$ cat src/rtl/ipfs_params.svh
// constants for the input pin function select block: offsets, fields, resets
// assumes an 8-bit register port with page 0 addressing handled upstream
// What this block does
// - bidir pin level shown in monitor bit 7
// - bidir monitor at 0x2A, read-only, reset zero
// - pin 1 function from config a bits 6-4
// - codes 4-7 route pdm data pairs
// - code 0 disables pin and monitor
// - pin 2 function from config a bits 2-0
// - pin 3 function from config b bits 6-4
// - pin 4 function from config b bits 2-0
// - config a at 0x2B, resets to zero
// - config b at 0x2C, resets to zero
// - input monitor at 0x2F, resets to zero
// - input monitor bits 7-4 show pins 1-4
`ifndef IPFS_PARAMS_SVH
`define IPFS_PARAMS_SVH
// ****************************************************************
// register offsets
// ****************************************************************
`define IPFS_ADDR_BIDIR_MON  8'h2A
`define IPFS_ADDR_CFG_A      8'h2B
`define IPFS_ADDR_CFG_B      8'h2C
`define IPFS_ADDR_IN_MON     8'h2F
// ****************************************************************
// field positions and reset values
// ****************************************************************
`define IPFS_HI_FIELD_LSB    4
`define IPFS_LO_FIELD_LSB    0
`define IPFS_BIDIR_BIT       7
`define IPFS_IN_MON_LSB      4
`define IPFS_CFG_WMASK       8'h77
`define IPFS_RESET_VAL       8'h00
`endif

$ cat src/rtl/ipfs_pkg.sv
// types for the input pin function select block
// assumes ipfs_params.svh supplies the numeric constants
package ipfs_pkg;
    // function codes of each input pin field
    typedef enum logic [2:0] {
        IPFS_FN_OFF   = 3'h0,
        IPFS_FN_GPI   = 3'h1,
        IPFS_FN_MCLK  = 3'h2,
        IPFS_FN_CHAIN = 3'h3,
        IPFS_FN_PDM12 = 3'h4,
        IPFS_FN_PDM34 = 3'h5,
        IPFS_FN_PDM56 = 3'h6,
        IPFS_FN_PDM78 = 3'h7
    } ipfs_func_e;
    // register port request
    typedef struct packed {
        logic       wr;
        logic [7:0] addr;
        logic [7:0] wdata;
    } ipfs_req_s;
    // routed internal functions
    typedef struct packed {
        logic       mclk;
        logic       mclk_valid;
        logic       chain_serial_input;
        logic       chain_valid;
        logic [3:0] density_data;
        logic [3:0] density_valid;
    } ipfs_route_s;
endpackage

$ cat src/rtl/ipfs_top.sv
// input pin function select: config registers, routing and level monitors
// assumes the control port decoder hands over page 0 accesses, one per cycle
`timescale 1ns/1ps
`default_nettype none
`include "ipfs_params.svh"
module ipfs_top (
    input  wire logic                i_clock,
    input  wire logic                i_rst,
    input  wire ipfs_pkg::ipfs_req_s i_req,
    input  wire logic                i_input_pin_one,
    input  wire logic                i_input_pin_two,
    input  wire logic                i_input_pin_three,
    input  wire logic                i_input_pin_four,
    input  wire logic                i_bidir_pin_in,
    input  wire logic                i_bidir_is_input,
    output logic [7:0]               o_rdata,
    output ipfs_pkg::ipfs_route_s    o_route
);
    import ipfs_pkg::*;
    // ****************************************************************
    // registers
    // ****************************************************************
    logic [7:0] input_pin_config_a;   // pins 1 and 2 functions
    logic [7:0] input_pin_config_b;   // pins 3 and 4 functions
    logic [3:0] pin_meta;             // first sync stage, read only by pin_sync
    logic [3:0] pin_sync;             // second sync stage
    logic       bidir_meta;           // first sync stage of bidir pin
    logic       bidir_sync;           // second sync stage of bidir pin
    logic [3:0] in_level;             // monitor bits for pins 1..4
    logic       bidir_pin1_level;     // monitor bit of bidir pin
    // ****************************************************************
    // decode
    // ****************************************************************
    wire [3:0]  pins = {i_input_pin_four, i_input_pin_three,
                        i_input_pin_two, i_input_pin_one};
    wire [2:0]  in_pin1_function = input_pin_config_a[`IPFS_HI_FIELD_LSB +: 3];
    wire [2:0]  in_pin2_function = input_pin_config_a[`IPFS_LO_FIELD_LSB +: 3];
    wire [2:0]  in_pin3_function = input_pin_config_b[`IPFS_HI_FIELD_LSB +: 3];
    wire [2:0]  in_pin4_function = input_pin_config_b[`IPFS_LO_FIELD_LSB +: 3];
    wire [11:0] funcs = {in_pin4_function, in_pin3_function,
                         in_pin2_function, in_pin1_function};
    wire        wr_a = i_req.wr && (i_req.addr == `IPFS_ADDR_CFG_A);
    wire        wr_b = i_req.wr && (i_req.addr == `IPFS_ADDR_CFG_B);
    wire [7:0]  bidir_pin_monitor = {bidir_pin1_level, 7'h00};
    wire [7:0]  input_pin_monitor = {in_level, 4'h0};
    // read mux; unmapped addresses read zero
    wire [7:0]  next_rdata =
        (i_req.addr == `IPFS_ADDR_BIDIR_MON) ? bidir_pin_monitor :
        (i_req.addr == `IPFS_ADDR_CFG_A)     ? input_pin_config_a :
        (i_req.addr == `IPFS_ADDR_CFG_B)     ? input_pin_config_b :
        (i_req.addr == `IPFS_ADDR_IN_MON)    ? input_pin_monitor :
        8'h00;
    // ****************************************************************
    // routing: lowest numbered pin wins a shared function
    // ****************************************************************
    ipfs_route_s next_route;
    always_comb begin
        next_route = '0;
        // walk from pin 4 down so pin 1 overwrites last
        for (int p = 3; p >= 0; p--) begin
            case (ipfs_func_e'(funcs[p*3 +: 3]))
                IPFS_FN_MCLK: begin
                    next_route.mclk       = pin_sync[p];
                    next_route.mclk_valid = 1'b1;
                end
                IPFS_FN_CHAIN: begin
                    next_route.chain_serial_input = pin_sync[p];
                    next_route.chain_valid        = 1'b1;
                end
                IPFS_FN_PDM12, IPFS_FN_PDM34, IPFS_FN_PDM56, IPFS_FN_PDM78: begin
                    next_route.density_data[funcs[p*3 +: 2]]  = pin_sync[p];
                    next_route.density_valid[funcs[p*3 +: 2]] = 1'b1;
                end
                default: begin
                    // off or general input drives nothing internal
                end
            endcase
        end
    end
    // ****************************************************************
    // routing checks
    // ****************************************************************
    // pin 1 as master clock drives the clock route one cycle later
    property p_pin1_mclk;
        @(posedge i_clock) disable iff (i_rst)
        in_pin1_function == 3'h2 |=> o_route.mclk_valid && o_route.mclk == $past(pin_sync[0]);
    endproperty
    a_pin1_mclk: assert property (p_pin1_mclk) else $error("pin1 mclk route");
    // code 5 on pin 1 claims pair 3-4, which nothing can take from it
    property p_pdm;
        @(posedge i_clock) disable iff (i_rst)
        in_pin1_function == 3'h5 |=> o_route.density_valid[1];
    endproperty
    a_pdm: assert property (p_pdm) else $error("pdm pair route");
    // pin 3 owns the chain input when neither lower pin claims it
    property p_pin3_chain;
        @(posedge i_clock) disable iff (i_rst)
        in_pin3_function == IPFS_FN_CHAIN && in_pin2_function != IPFS_FN_CHAIN
            && in_pin1_function != IPFS_FN_CHAIN
            |=> o_route.chain_valid && o_route.chain_serial_input == $past(pin_sync[2]);
    endproperty
    a_pin3_chain: assert property (p_pin3_chain) else $error("pin3 chain route");
    // pin 2 on code 4 feeds pair 1-2 unless pin 1 also asks for it
    property p_pin2_pdm12;
        @(posedge i_clock) disable iff (i_rst)
        in_pin2_function == IPFS_FN_PDM12 && in_pin1_function != IPFS_FN_PDM12
            |=> o_route.density_valid[0] && o_route.density_data[0] == $past(pin_sync[1]);
    endproperty
    a_pin2_pdm12: assert property (p_pin2_pdm12) else $error("pin2 pdm route");
    // two pins on one pair: the lower numbered one is heard
    property p_lowest_pdm;
        @(posedge i_clock) disable iff (i_rst)
        in_pin3_function == IPFS_FN_PDM78 && in_pin4_function == IPFS_FN_PDM78
            && in_pin1_function != IPFS_FN_PDM78 && in_pin2_function != IPFS_FN_PDM78
            |=> o_route.density_data[3] == $past(pin_sync[2]);
    endproperty
    a_lowest_pdm: assert property (p_lowest_pdm) else $error("shared pair owner");
    // no pin asks for the master clock, so its route stays invalid
    property p_no_mclk;
        @(posedge i_clock) disable iff (i_rst)
        in_pin1_function != IPFS_FN_MCLK && in_pin2_function != IPFS_FN_MCLK
            && in_pin3_function != IPFS_FN_MCLK && in_pin4_function != IPFS_FN_MCLK
            |=> !o_route.mclk_valid;
    endproperty
    a_no_mclk: assert property (p_no_mclk) else $error("stray mclk route");
    // all pins disabled: nothing internal is driven
    property p_all_off;
        @(posedge i_clock) disable iff (i_rst)
        funcs == 12'h000 |=> o_route == '0;
    endproperty
    a_all_off: assert property (p_all_off) else $error("route while disabled");
    // ****************************************************************
    // config writes; reserved bits stay zero
    // ****************************************************************
    always_ff @(posedge i_clock) begin
        if (i_rst) begin
            input_pin_config_a <= `IPFS_RESET_VAL;
            input_pin_config_b <= `IPFS_RESET_VAL;
        end else begin
            if (wr_a) begin
                input_pin_config_a <= i_req.wdata & `IPFS_CFG_WMASK;
            end
            if (wr_b) begin
                input_pin_config_b <= i_req.wdata & `IPFS_CFG_WMASK;
            end
        end
    end
    // ****************************************************************
    // config register checks
    // ****************************************************************
    // a write to config a lands masked on the next edge
    property p_cfg_a;
        @(posedge i_clock) disable iff (i_rst)
        wr_a |=> input_pin_config_a == ($past(i_req.wdata) & `IPFS_CFG_WMASK);
    endproperty
    a_cfg_a: assert property (p_cfg_a) else $error("config a write");
    // a write to config b lands masked on the next edge
    property p_cfg_b;
        @(posedge i_clock) disable iff (i_rst)
        wr_b |=> input_pin_config_b == ($past(i_req.wdata) & `IPFS_CFG_WMASK);
    endproperty
    a_cfg_b: assert property (p_cfg_b) else $error("config b write");
    // reserved bits of config a never hold a one
    property p_cfg_a_res;
        @(posedge i_clock) disable iff (i_rst)
        (input_pin_config_a & ~`IPFS_CFG_WMASK) == 8'h00;
    endproperty
    a_cfg_a_res: assert property (p_cfg_a_res) else $error("config a reserved set");
    // reserved bits of config b never hold a one
    property p_cfg_b_res;
        @(posedge i_clock) disable iff (i_rst)
        (input_pin_config_b & ~`IPFS_CFG_WMASK) == 8'h00;
    endproperty
    a_cfg_b_res: assert property (p_cfg_b_res) else $error("config b reserved set");
    // without a write to its address config a holds
    property p_cfg_a_hold;
        @(posedge i_clock) disable iff (i_rst)
        !wr_a |=> $stable(input_pin_config_a);
    endproperty
    a_cfg_a_hold: assert property (p_cfg_a_hold) else $error("config a moved");
    // without a write to its address config b holds
    property p_cfg_b_hold;
        @(posedge i_clock) disable iff (i_rst)
        !wr_b |=> $stable(input_pin_config_b);
    endproperty
    a_cfg_b_hold: assert property (p_cfg_b_hold) else $error("config b moved");
    // ****************************************************************
    // synchronisers; raw pins may be asynchronous in practice
    // ****************************************************************
    always_ff @(posedge i_clock) begin
        if (i_rst) begin
            pin_meta   <= 4'h0;
            pin_sync   <= 4'h0;
            bidir_meta <= 1'b0;
            bidir_sync <= 1'b0;
        end else begin
            pin_meta   <= pins;
            pin_sync   <= pin_meta;
            bidir_meta <= i_bidir_pin_in;
            bidir_sync <= bidir_meta;
        end
    end
    // ****************************************************************
    // monitors: update only in general input mode, else hold
    // ****************************************************************
    always_ff @(posedge i_clock) begin
        if (i_rst) begin
            in_level         <= 4'h0;
            bidir_pin1_level <= 1'b0;
        end else begin
            for (int p = 0; p < 4; p++) begin
                if (funcs[p*3 +: 3] == IPFS_FN_GPI) begin
                    in_level[3-p] <= pin_sync[p];
                end
            end
            if (i_bidir_is_input) begin
                bidir_pin1_level <= bidir_sync;
            end
        end
    end
    // ****************************************************************
    // monitor checks
    // ****************************************************************
    // bidir pin in input mode copies its synchronised level
    property p_bidir_level;
        @(posedge i_clock) disable iff (i_rst)
        i_bidir_is_input ##1 1'b1 |-> bidir_pin1_level == $past(bidir_sync);
    endproperty
    a_bidir_level: assert property (p_bidir_level) else $error("bidir level wrong");
    // pin 1 not a general input: its monitor bit holds
    property p_off;
        @(posedge i_clock) disable iff (i_rst)
        in_pin1_function != 3'h1 |=> $stable(in_level[3]);
    endproperty
    a_off: assert property (p_off) else $error("monitor moved");
    // bidir pin out of input mode keeps its last monitored level
    property p_bidir_hold;
        @(posedge i_clock) disable iff (i_rst)
        !i_bidir_is_input |=> $stable(bidir_pin1_level);
    endproperty
    a_bidir_hold: assert property (p_bidir_hold) else $error("bidir level moved");
    // pin 1 as general input lands in the top monitor bit
    property p_pin1_gpi;
        @(posedge i_clock) disable iff (i_rst)
        in_pin1_function == IPFS_FN_GPI |=> in_level[3] == $past(pin_sync[0]);
    endproperty
    a_pin1_gpi: assert property (p_pin1_gpi) else $error("pin1 level wrong");
    // pin 4 as general input lands in the lowest monitor bit
    property p_pin4_gpi;
        @(posedge i_clock) disable iff (i_rst)
        in_pin4_function == IPFS_FN_GPI |=> in_level[0] == $past(pin_sync[3]);
    endproperty
    a_pin4_gpi: assert property (p_pin4_gpi) else $error("pin4 level wrong");
    // pin 2 not a general input: its monitor bit holds
    property p_pin2_hold;
        @(posedge i_clock) disable iff (i_rst)
        in_pin2_function != IPFS_FN_GPI |=> $stable(in_level[2]);
    endproperty
    a_pin2_hold: assert property (p_pin2_hold) else $error("pin2 level moved");
    // ****************************************************************
    // outputs, registered
    // ****************************************************************
    always_ff @(posedge i_clock) begin
        if (i_rst) begin
            o_rdata <= 8'h00;
            o_route <= '0;
        end else begin
            o_rdata <= next_rdata;
            o_route <= next_route;
        end
    end
    // ****************************************************************
    // read port checks
    // ****************************************************************
    // reserved bits of the bidir monitor always read zero
    property p_bidir_rd;
        @(posedge i_clock) disable iff (i_rst)
        i_req.addr == `IPFS_ADDR_BIDIR_MON |=> o_rdata[6:0] == 7'h00;
    endproperty
    a_bidir_rd: assert property (p_bidir_rd) else $error("bidir reserved nonzero");
    // input monitor reads the held levels over a zero low nibble
    property p_mon_rd;
        @(posedge i_clock) disable iff (i_rst)
        i_req.addr == `IPFS_ADDR_IN_MON |=> o_rdata == {$past(in_level), 4'h0};
    endproperty
    a_mon_rd: assert property (p_mon_rd) else $error("input monitor read");
    // config a reads back what it holds
    property p_cfg_rd_a;
        @(posedge i_clock) disable iff (i_rst)
        i_req.addr == `IPFS_ADDR_CFG_A |=> o_rdata == $past(input_pin_config_a);
    endproperty
    a_cfg_rd_a: assert property (p_cfg_rd_a) else $error("config a read");
    // config b reads back what it holds
    property p_cfg_rd_b;
        @(posedge i_clock) disable iff (i_rst)
        i_req.addr == `IPFS_ADDR_CFG_B |=> o_rdata == $past(input_pin_config_b);
    endproperty
    a_cfg_rd_b: assert property (p_cfg_rd_b) else $error("config b read");
    // any other address reads zero, so stray reads show nothing stale
    property p_unmapped_rd;
        @(posedge i_clock) disable iff (i_rst)
        i_req.addr != `IPFS_ADDR_BIDIR_MON && i_req.addr != `IPFS_ADDR_CFG_A
            && i_req.addr != `IPFS_ADDR_CFG_B && i_req.addr != `IPFS_ADDR_IN_MON
            |=> o_rdata == 8'h00;
    endproperty
    a_unmapped_rd: assert property (p_unmapped_rd) else $error("unmapped read");
    // bidir monitor top bit carries the held bidir level
    property p_bidir_mon_rd;
        @(posedge i_clock) disable iff (i_rst)
        i_req.addr == `IPFS_ADDR_BIDIR_MON |=> o_rdata[7] == $past(bidir_pin1_level);
    endproperty
    a_bidir_mon_rd: assert property (p_bidir_mon_rd) else $error("bidir level read");
endmodule
`default_nettype wire

$ cat config.mk
export PLATFORM = sky130hd
export DESIGN_NAME = ipfs_top
export DESIGN_NICKNAME = d
export VERILOG_FILES = /design/src/rtl/ipfs_pkg.sv /design/src/rtl/ipfs_top.sv
export VERILOG_INCLUDE_DIRS = /design/src /design/src/rtl
export SDC_FILE = /design/constraint.sdc
export NUM_CORES = 1
export LEC_CHECK = 0
export BUFFER_PORTS_ARGS = -buffer_cell sky130_fd_sc_hd__buf_2
export CAP_MARGIN = 25
export CORE_AREA = 2 2 87 56
export DETAILED_ROUTE_END_ITERATION = 10
export DIE_AREA = 0 0 89 58
export PLACE_DENSITY = 0.77
export SLEW_MARGIN = 20
export SYNTH_ARGS = -nofsm -noshare
export SYNTH_HDL_FRONTEND = slang
export SYNTH_SLANG_ARGS = --single-unit
$ cat constraint.sdc
create_clock -name i_clock -period 1.71 [get_ports i_clock]
set_input_delay 0.171 -clock i_clock [delete_from_list [all_inputs] [get_ports i_clock]]
set_output_delay 0.171 -clock i_clock [all_outputs]
set_load 0.03 [all_outputs]
=== Word-level counts from Yosys, hierarchy flattened ===
Index checks and enable logic that the tools add are counted.

* Flip-flop bits (word level): 47
* Latch bits: 0
* RAM bits: 0
* Memory bits (read-only): 0
* Input port bits: 25
* Memories kept: 0

* $add $sub $neg: 0
* Multiply operators: 0
* Divide/modulo/power cells: 0
* Magnitude comparators: 8
* Equality and inequality tests: 32
* Shifts and indexed selects: 0
* Mux-type cells: 27
* Bitwise logic cells: 4
* Reductions and logical operators: 11

{| class="wikitable"
|+ Operator list
! operator !! number
|-
| 8-bit 2-to-1 mux || 8
|-
| 3-bit == test (second input constant) || 16
|-
| 8-bit by 6-bit == test with 1-bit output (second input constant) || 4
|-
| 3-bit by 2-bit == test with 1-bit output (second input constant) || 8
|-
| 2-bit 2-to-1 mux || 8
|-
| 4-bit OR reduction || 4
|-
| 4-bit bitwise mux || 3
|-
| 3-bit by 1-bit == test with 1-bit output (second input constant) || 4
|-
| 2-bit by 3-bit less-than comparator with 1-bit output (second input constant) || 4
|-
| 4-bit bitwise OR || 3
|-
| 1-bit demux with 2-bit select || 4
|-
| 2-bit by 1-bit greater-or-equal comparator with 1-bit output (second input constant) || 4
|-
| 1-bit logical AND || 6
|-
| 4-bit AND || 1
|-
| 1-bit 2-to-1 mux || 4
|-
| 2-bit OR reduction || 1
|}

=== Depth between registers and ports, before layout ===
* Depth after elaboration: 12
* Mapped depth: 5

=== Worst setup path before layout ===
OpenSTA, ideal clock, no wires.

* Kind: register to register
* Start: register input_pin_config_b[6]
* End: register o_route[4] (netlist bit)
* Setup time: 122 ps
* Arrival: 1221 ps
* Path slack: 367 ps
* Stages on the path, launching flop included: 4
* Clock period less this slack: 1343 ps
* Cell sequence: dfxtp_1 nor3b_1 mux2_2 a221o_1

* Word-level cells in the longest chain between the ends: 7
* Elaborated cells between the ends (all ways): 10

{| class="wikitable"
|+ RTL lines
! element !! RTL line !! text
|-
| start: declaration || ipfs_top.sv:24 || <nowiki>logic [7:0] input_pin_config_b;</nowiki>
|-
| start signal: assignment || ipfs_top.sv:138 || <nowiki>input_pin_config_b <= `IPFS_RESET_VAL;</nowiki>
|-
| start signal: assignment || ipfs_top.sv:144 || <nowiki>input_pin_config_b <= i_req.wdata & `IPFS_CFG_WMASK;</nowiki>
|-
| 3-bit == test || ipfs_top.sv:61 || <nowiki>case (ipfs_func_e'(funcs[p*3 +: 3]))</nowiki>
|-
| 4-bit OR reduction * || ipfs_top.sv:61 ||
|-
| 8-bit 2-to-1 mux * || ipfs_top.sv:61 ||
|-
| 4-bit bitwise mux || ipfs_top.sv:71 || <nowiki>next_route.density_data[funcs[p*3 +: 2]] = pin_sync[p];</nowiki>
|-
| 8-bit 2-to-1 mux * || ipfs_top.sv:61 ||
|-
| 4-bit bitwise mux || ipfs_top.sv:71 ||
|-
| 8-bit 2-to-1 mux * || ipfs_top.sv:61 ||
|-
| end signal: assignment || ipfs_top.sv:269 || <nowiki>o_route <= next_route;</nowiki>
|-
| end: declaration || ipfs_top.sv:17 || <nowiki>output ipfs_pkg::ipfs_route_s o_route</nowiki>
|}

Every way passes the cells marked *; elsewhere a longest branch is shown, timed or not.
A chain may end at the register's enable or synchronous reset.

=== Worst setup path in the final report ===
Ends and elaborated chain as after synthesis.

==> metrics.txt <==
post-synthesis instance total=between 200 and 250; CTS tree=built; number of DRC markers in iteration 0=about 130; final worst path period need=around 1.5 ns; CTS Sinks=between 40 and 50; register area share after synthesis=roughly 40%; Skew-Pair Late Insertion Delay=0.30 ns; post-cts sizing count=0; Via Count=1986; Num CTS Buffers=5; Starting Density=between 50% and 60%; Reg area=921 µm²; Worst Skew=~0.0080 ns; Post-Syn Nets=between 200 and 300; Finished Core Util=about 60%; Top FF cell, synth=dfxtp_1; synthesis-to-finish area growth=13.6%; Distinct cells, synth=46; Die Area=between 5000 and 6000 µm²; asr flop ratio synth=0%; fin. max-slew vios=0; Via density=between 5 and 6; first-pass GRT wire length=around 8700 µm; Critical-path top delay cell=dfxtp_1; global route total overflow=0; Critical Path Max Stage Delay=between 0.4 and 0.5 ns; largest area contributor in the netlist=dfxtp_1; die width=89 µm; number of iterations in the first detailed-routing pass=5; # DRC=0; WL per Instance=14.8 µm; NetSw=0.440 mW; Root Driver=clkbuf_8; Boundary Pins=45; GRT Total Usage=21.8%; Synth Cell Area=approximately 2300 µm²; CTS Buffer Depth=2; Reg clk slew, reported paths=about 0.09 ns; share of the synthesized area in the top cell type=40.0%; share of cells above drive strength 1=a little under a quarter; core area=between 4000 and 5000 µm²; Finished Layout Cells=345; register bit total from synthesis=46; Detail Route Antenna Nets=0; cts hold-fix bufs=0; H-tree depth=2; total negative setup slack=0 ns; synth cell count leaders=dfxtp_1 (46), a21oi_1 (18), nor2b_1 (16); GPL Wtd Cong=0.847; Worst Path Required=approximately 1.9 ns; startpoint types=flop; switching part of the total=between 20% and 30%; Hold Vio Cnt, Final=0; final WL=around 5100 µm; dpl cell area=2510 µm²; Peak Freq=650 MHz; fin crit share=between 80% and 90%; Die Height=58 µm; DP Wirelength=roughly 3600 µm; most common cell in the synthesized netlist=dfxtp_1; Logic pwr share=approximately 6.2%; Power Dens Cells=768 nW/µm²; RSZ-0062 raised after global routing=no; post-route cell area=between 2000 and 3000 µm²; # fillers=403; Finish-stage setup viols=0; Leakage=0.989 nW; CP Capture Type=flop; area of the multi-input gates=about 1200 µm²; CP max FO=8; post-CTS setup repair buffer count=0; number of synthesized flops with an enable pin=0; crit path cell chain=nor3b_1 -> mux2_2 -> a221o_1; worst hold path type=primary input to flop; final net count=between 300 and 400; vias in the first global route=1802; status=finished, final reports clean; Rows=19; Port Buffers=a little over 40; antenna diode count=0; Max Cap Viol=0; largest net degree at the start of global routing=18; Sequential Power Share=~54%; Clk network pwr share=between 30% and 40%; dpl cells=~340; critical path class=flop to flop; synthesized area per cell=about 9.4 µm²; WP data arrival=around 1.7 ns; Power Total=about 2 mW; Pint=approximately 1.6 mW; largest cells by area after synthesis=dfxtp_1 (40%), nor2b_1 (4.3%), a21oi_1 (3.9%); maximum VDD drop=around 0.49 mV; initial antenna violation count=0; Synthesis Warnings=0
-- power by group through the flow --
stage / registers, mW / clock network, mW / logic [mW]
after CTS: 1.09 / 0.816 / 0.125
final: 1.09 / 0.794 / 0.125
after global placement: 1.11 / 0 / 0.122
after detailed placement: 1.11 / 0 / 0.124
after floorplan: 1.11 / 0 / 0.0866
after global routing: 1.09 / 0.874 / 0.139
-- worst paths after layout --
kind              depth (start not counted)                  start  slack [ns]           to
hold reg to reg                           1            pin_meta[0]        0.44  pin_sync[0]
setup reg to reg                          3  input_pin_config_b[6]        0.17   o_route[4]
hold / removal                            2         i_bidir_pin_in        0.09   bidir_meta
setup / recovery                          3  input_pin_config_b[6]        0.17   o_route[4]
-- cell families after synthesis --
family	synth area share [%]
multiplexers	3.10
buffers and inverters	8.37
AO/OA/AOI/OAI	16.8
flip-flops	40.0
AND/OR/NAND/NOR	31.6
other	0.163
-- cell usage in the layout (no fill, tap or decap), types with 9 or more instances in the layout --
| master | n |
|---|---|
| dfxtp_1 | 46 |
| buf_2 | 41 |
| a21oi_1 | 18 |
| nor2b_1 | 16 |
| buf_4 | 13 |
| o31ai_1 | 12 |
| nand4_1 | 12 |
| nor3b_1 | 11 |
| nand3b_1 | 11 |
| nand3_1 | 9 |
-- sequential cells by signal (all words and copies together) (netlist names) --
signal / flops
o_rdata: 7
pin_meta: 4
bidir_sync: 1
bidir_meta: 1
bidir_pin1_level: 1
input_pin_config_a: 6
in_level: 4
o_route: 12
input_pin_config_b: 6
pin_sync: 4
-- routing by layer --
| layer | share of wire, % | GRT usage (%) | vias up |
|---|---|---|---|
| li1 | - | - | 1002 |
| met1 | 49 | 31.7 | 914 |
| met2 | 43 | 30.6 | 64 |
| met3 | 6.7 | 6.70 | 6 |
| met4 | 1.1 | 7.46 | 0 |
| met5 | 0 | 0 | - |
-- area by class of cell --
cell class              instances  area share [%]
flip-flops and latches         46            35.2
multi-input cells             170            45.4
clock inverters                 2            1.43
clock buffers                   6            2.77
well taps                      63            3.01
inverters                       4           0.574
repair buffers                 54            11.6
-- stage by stage --
stage | hold slack, ns | setup WS (ns)
detailed placement | 0.387 | 0.194
global placement | 0.380 | 0.180
CTS | 0.0763 | 0.171
finish | 0.0858 | 0.172
global route | 0.0762 | 0.0709
floorplan | 0.299 | 0.367
-- worst max-delay path, delay by kind of cell, from the launching register on --
| kind | cells | cell delay (ns) |
|---|---|---|
| flops | 1 | 0.47 |
| compound gates | 1 | 0.31 |
| simple gates | 1 | 0.29 |
| mux | 1 | 0.36 |
(Power assumes the default switching activity.)
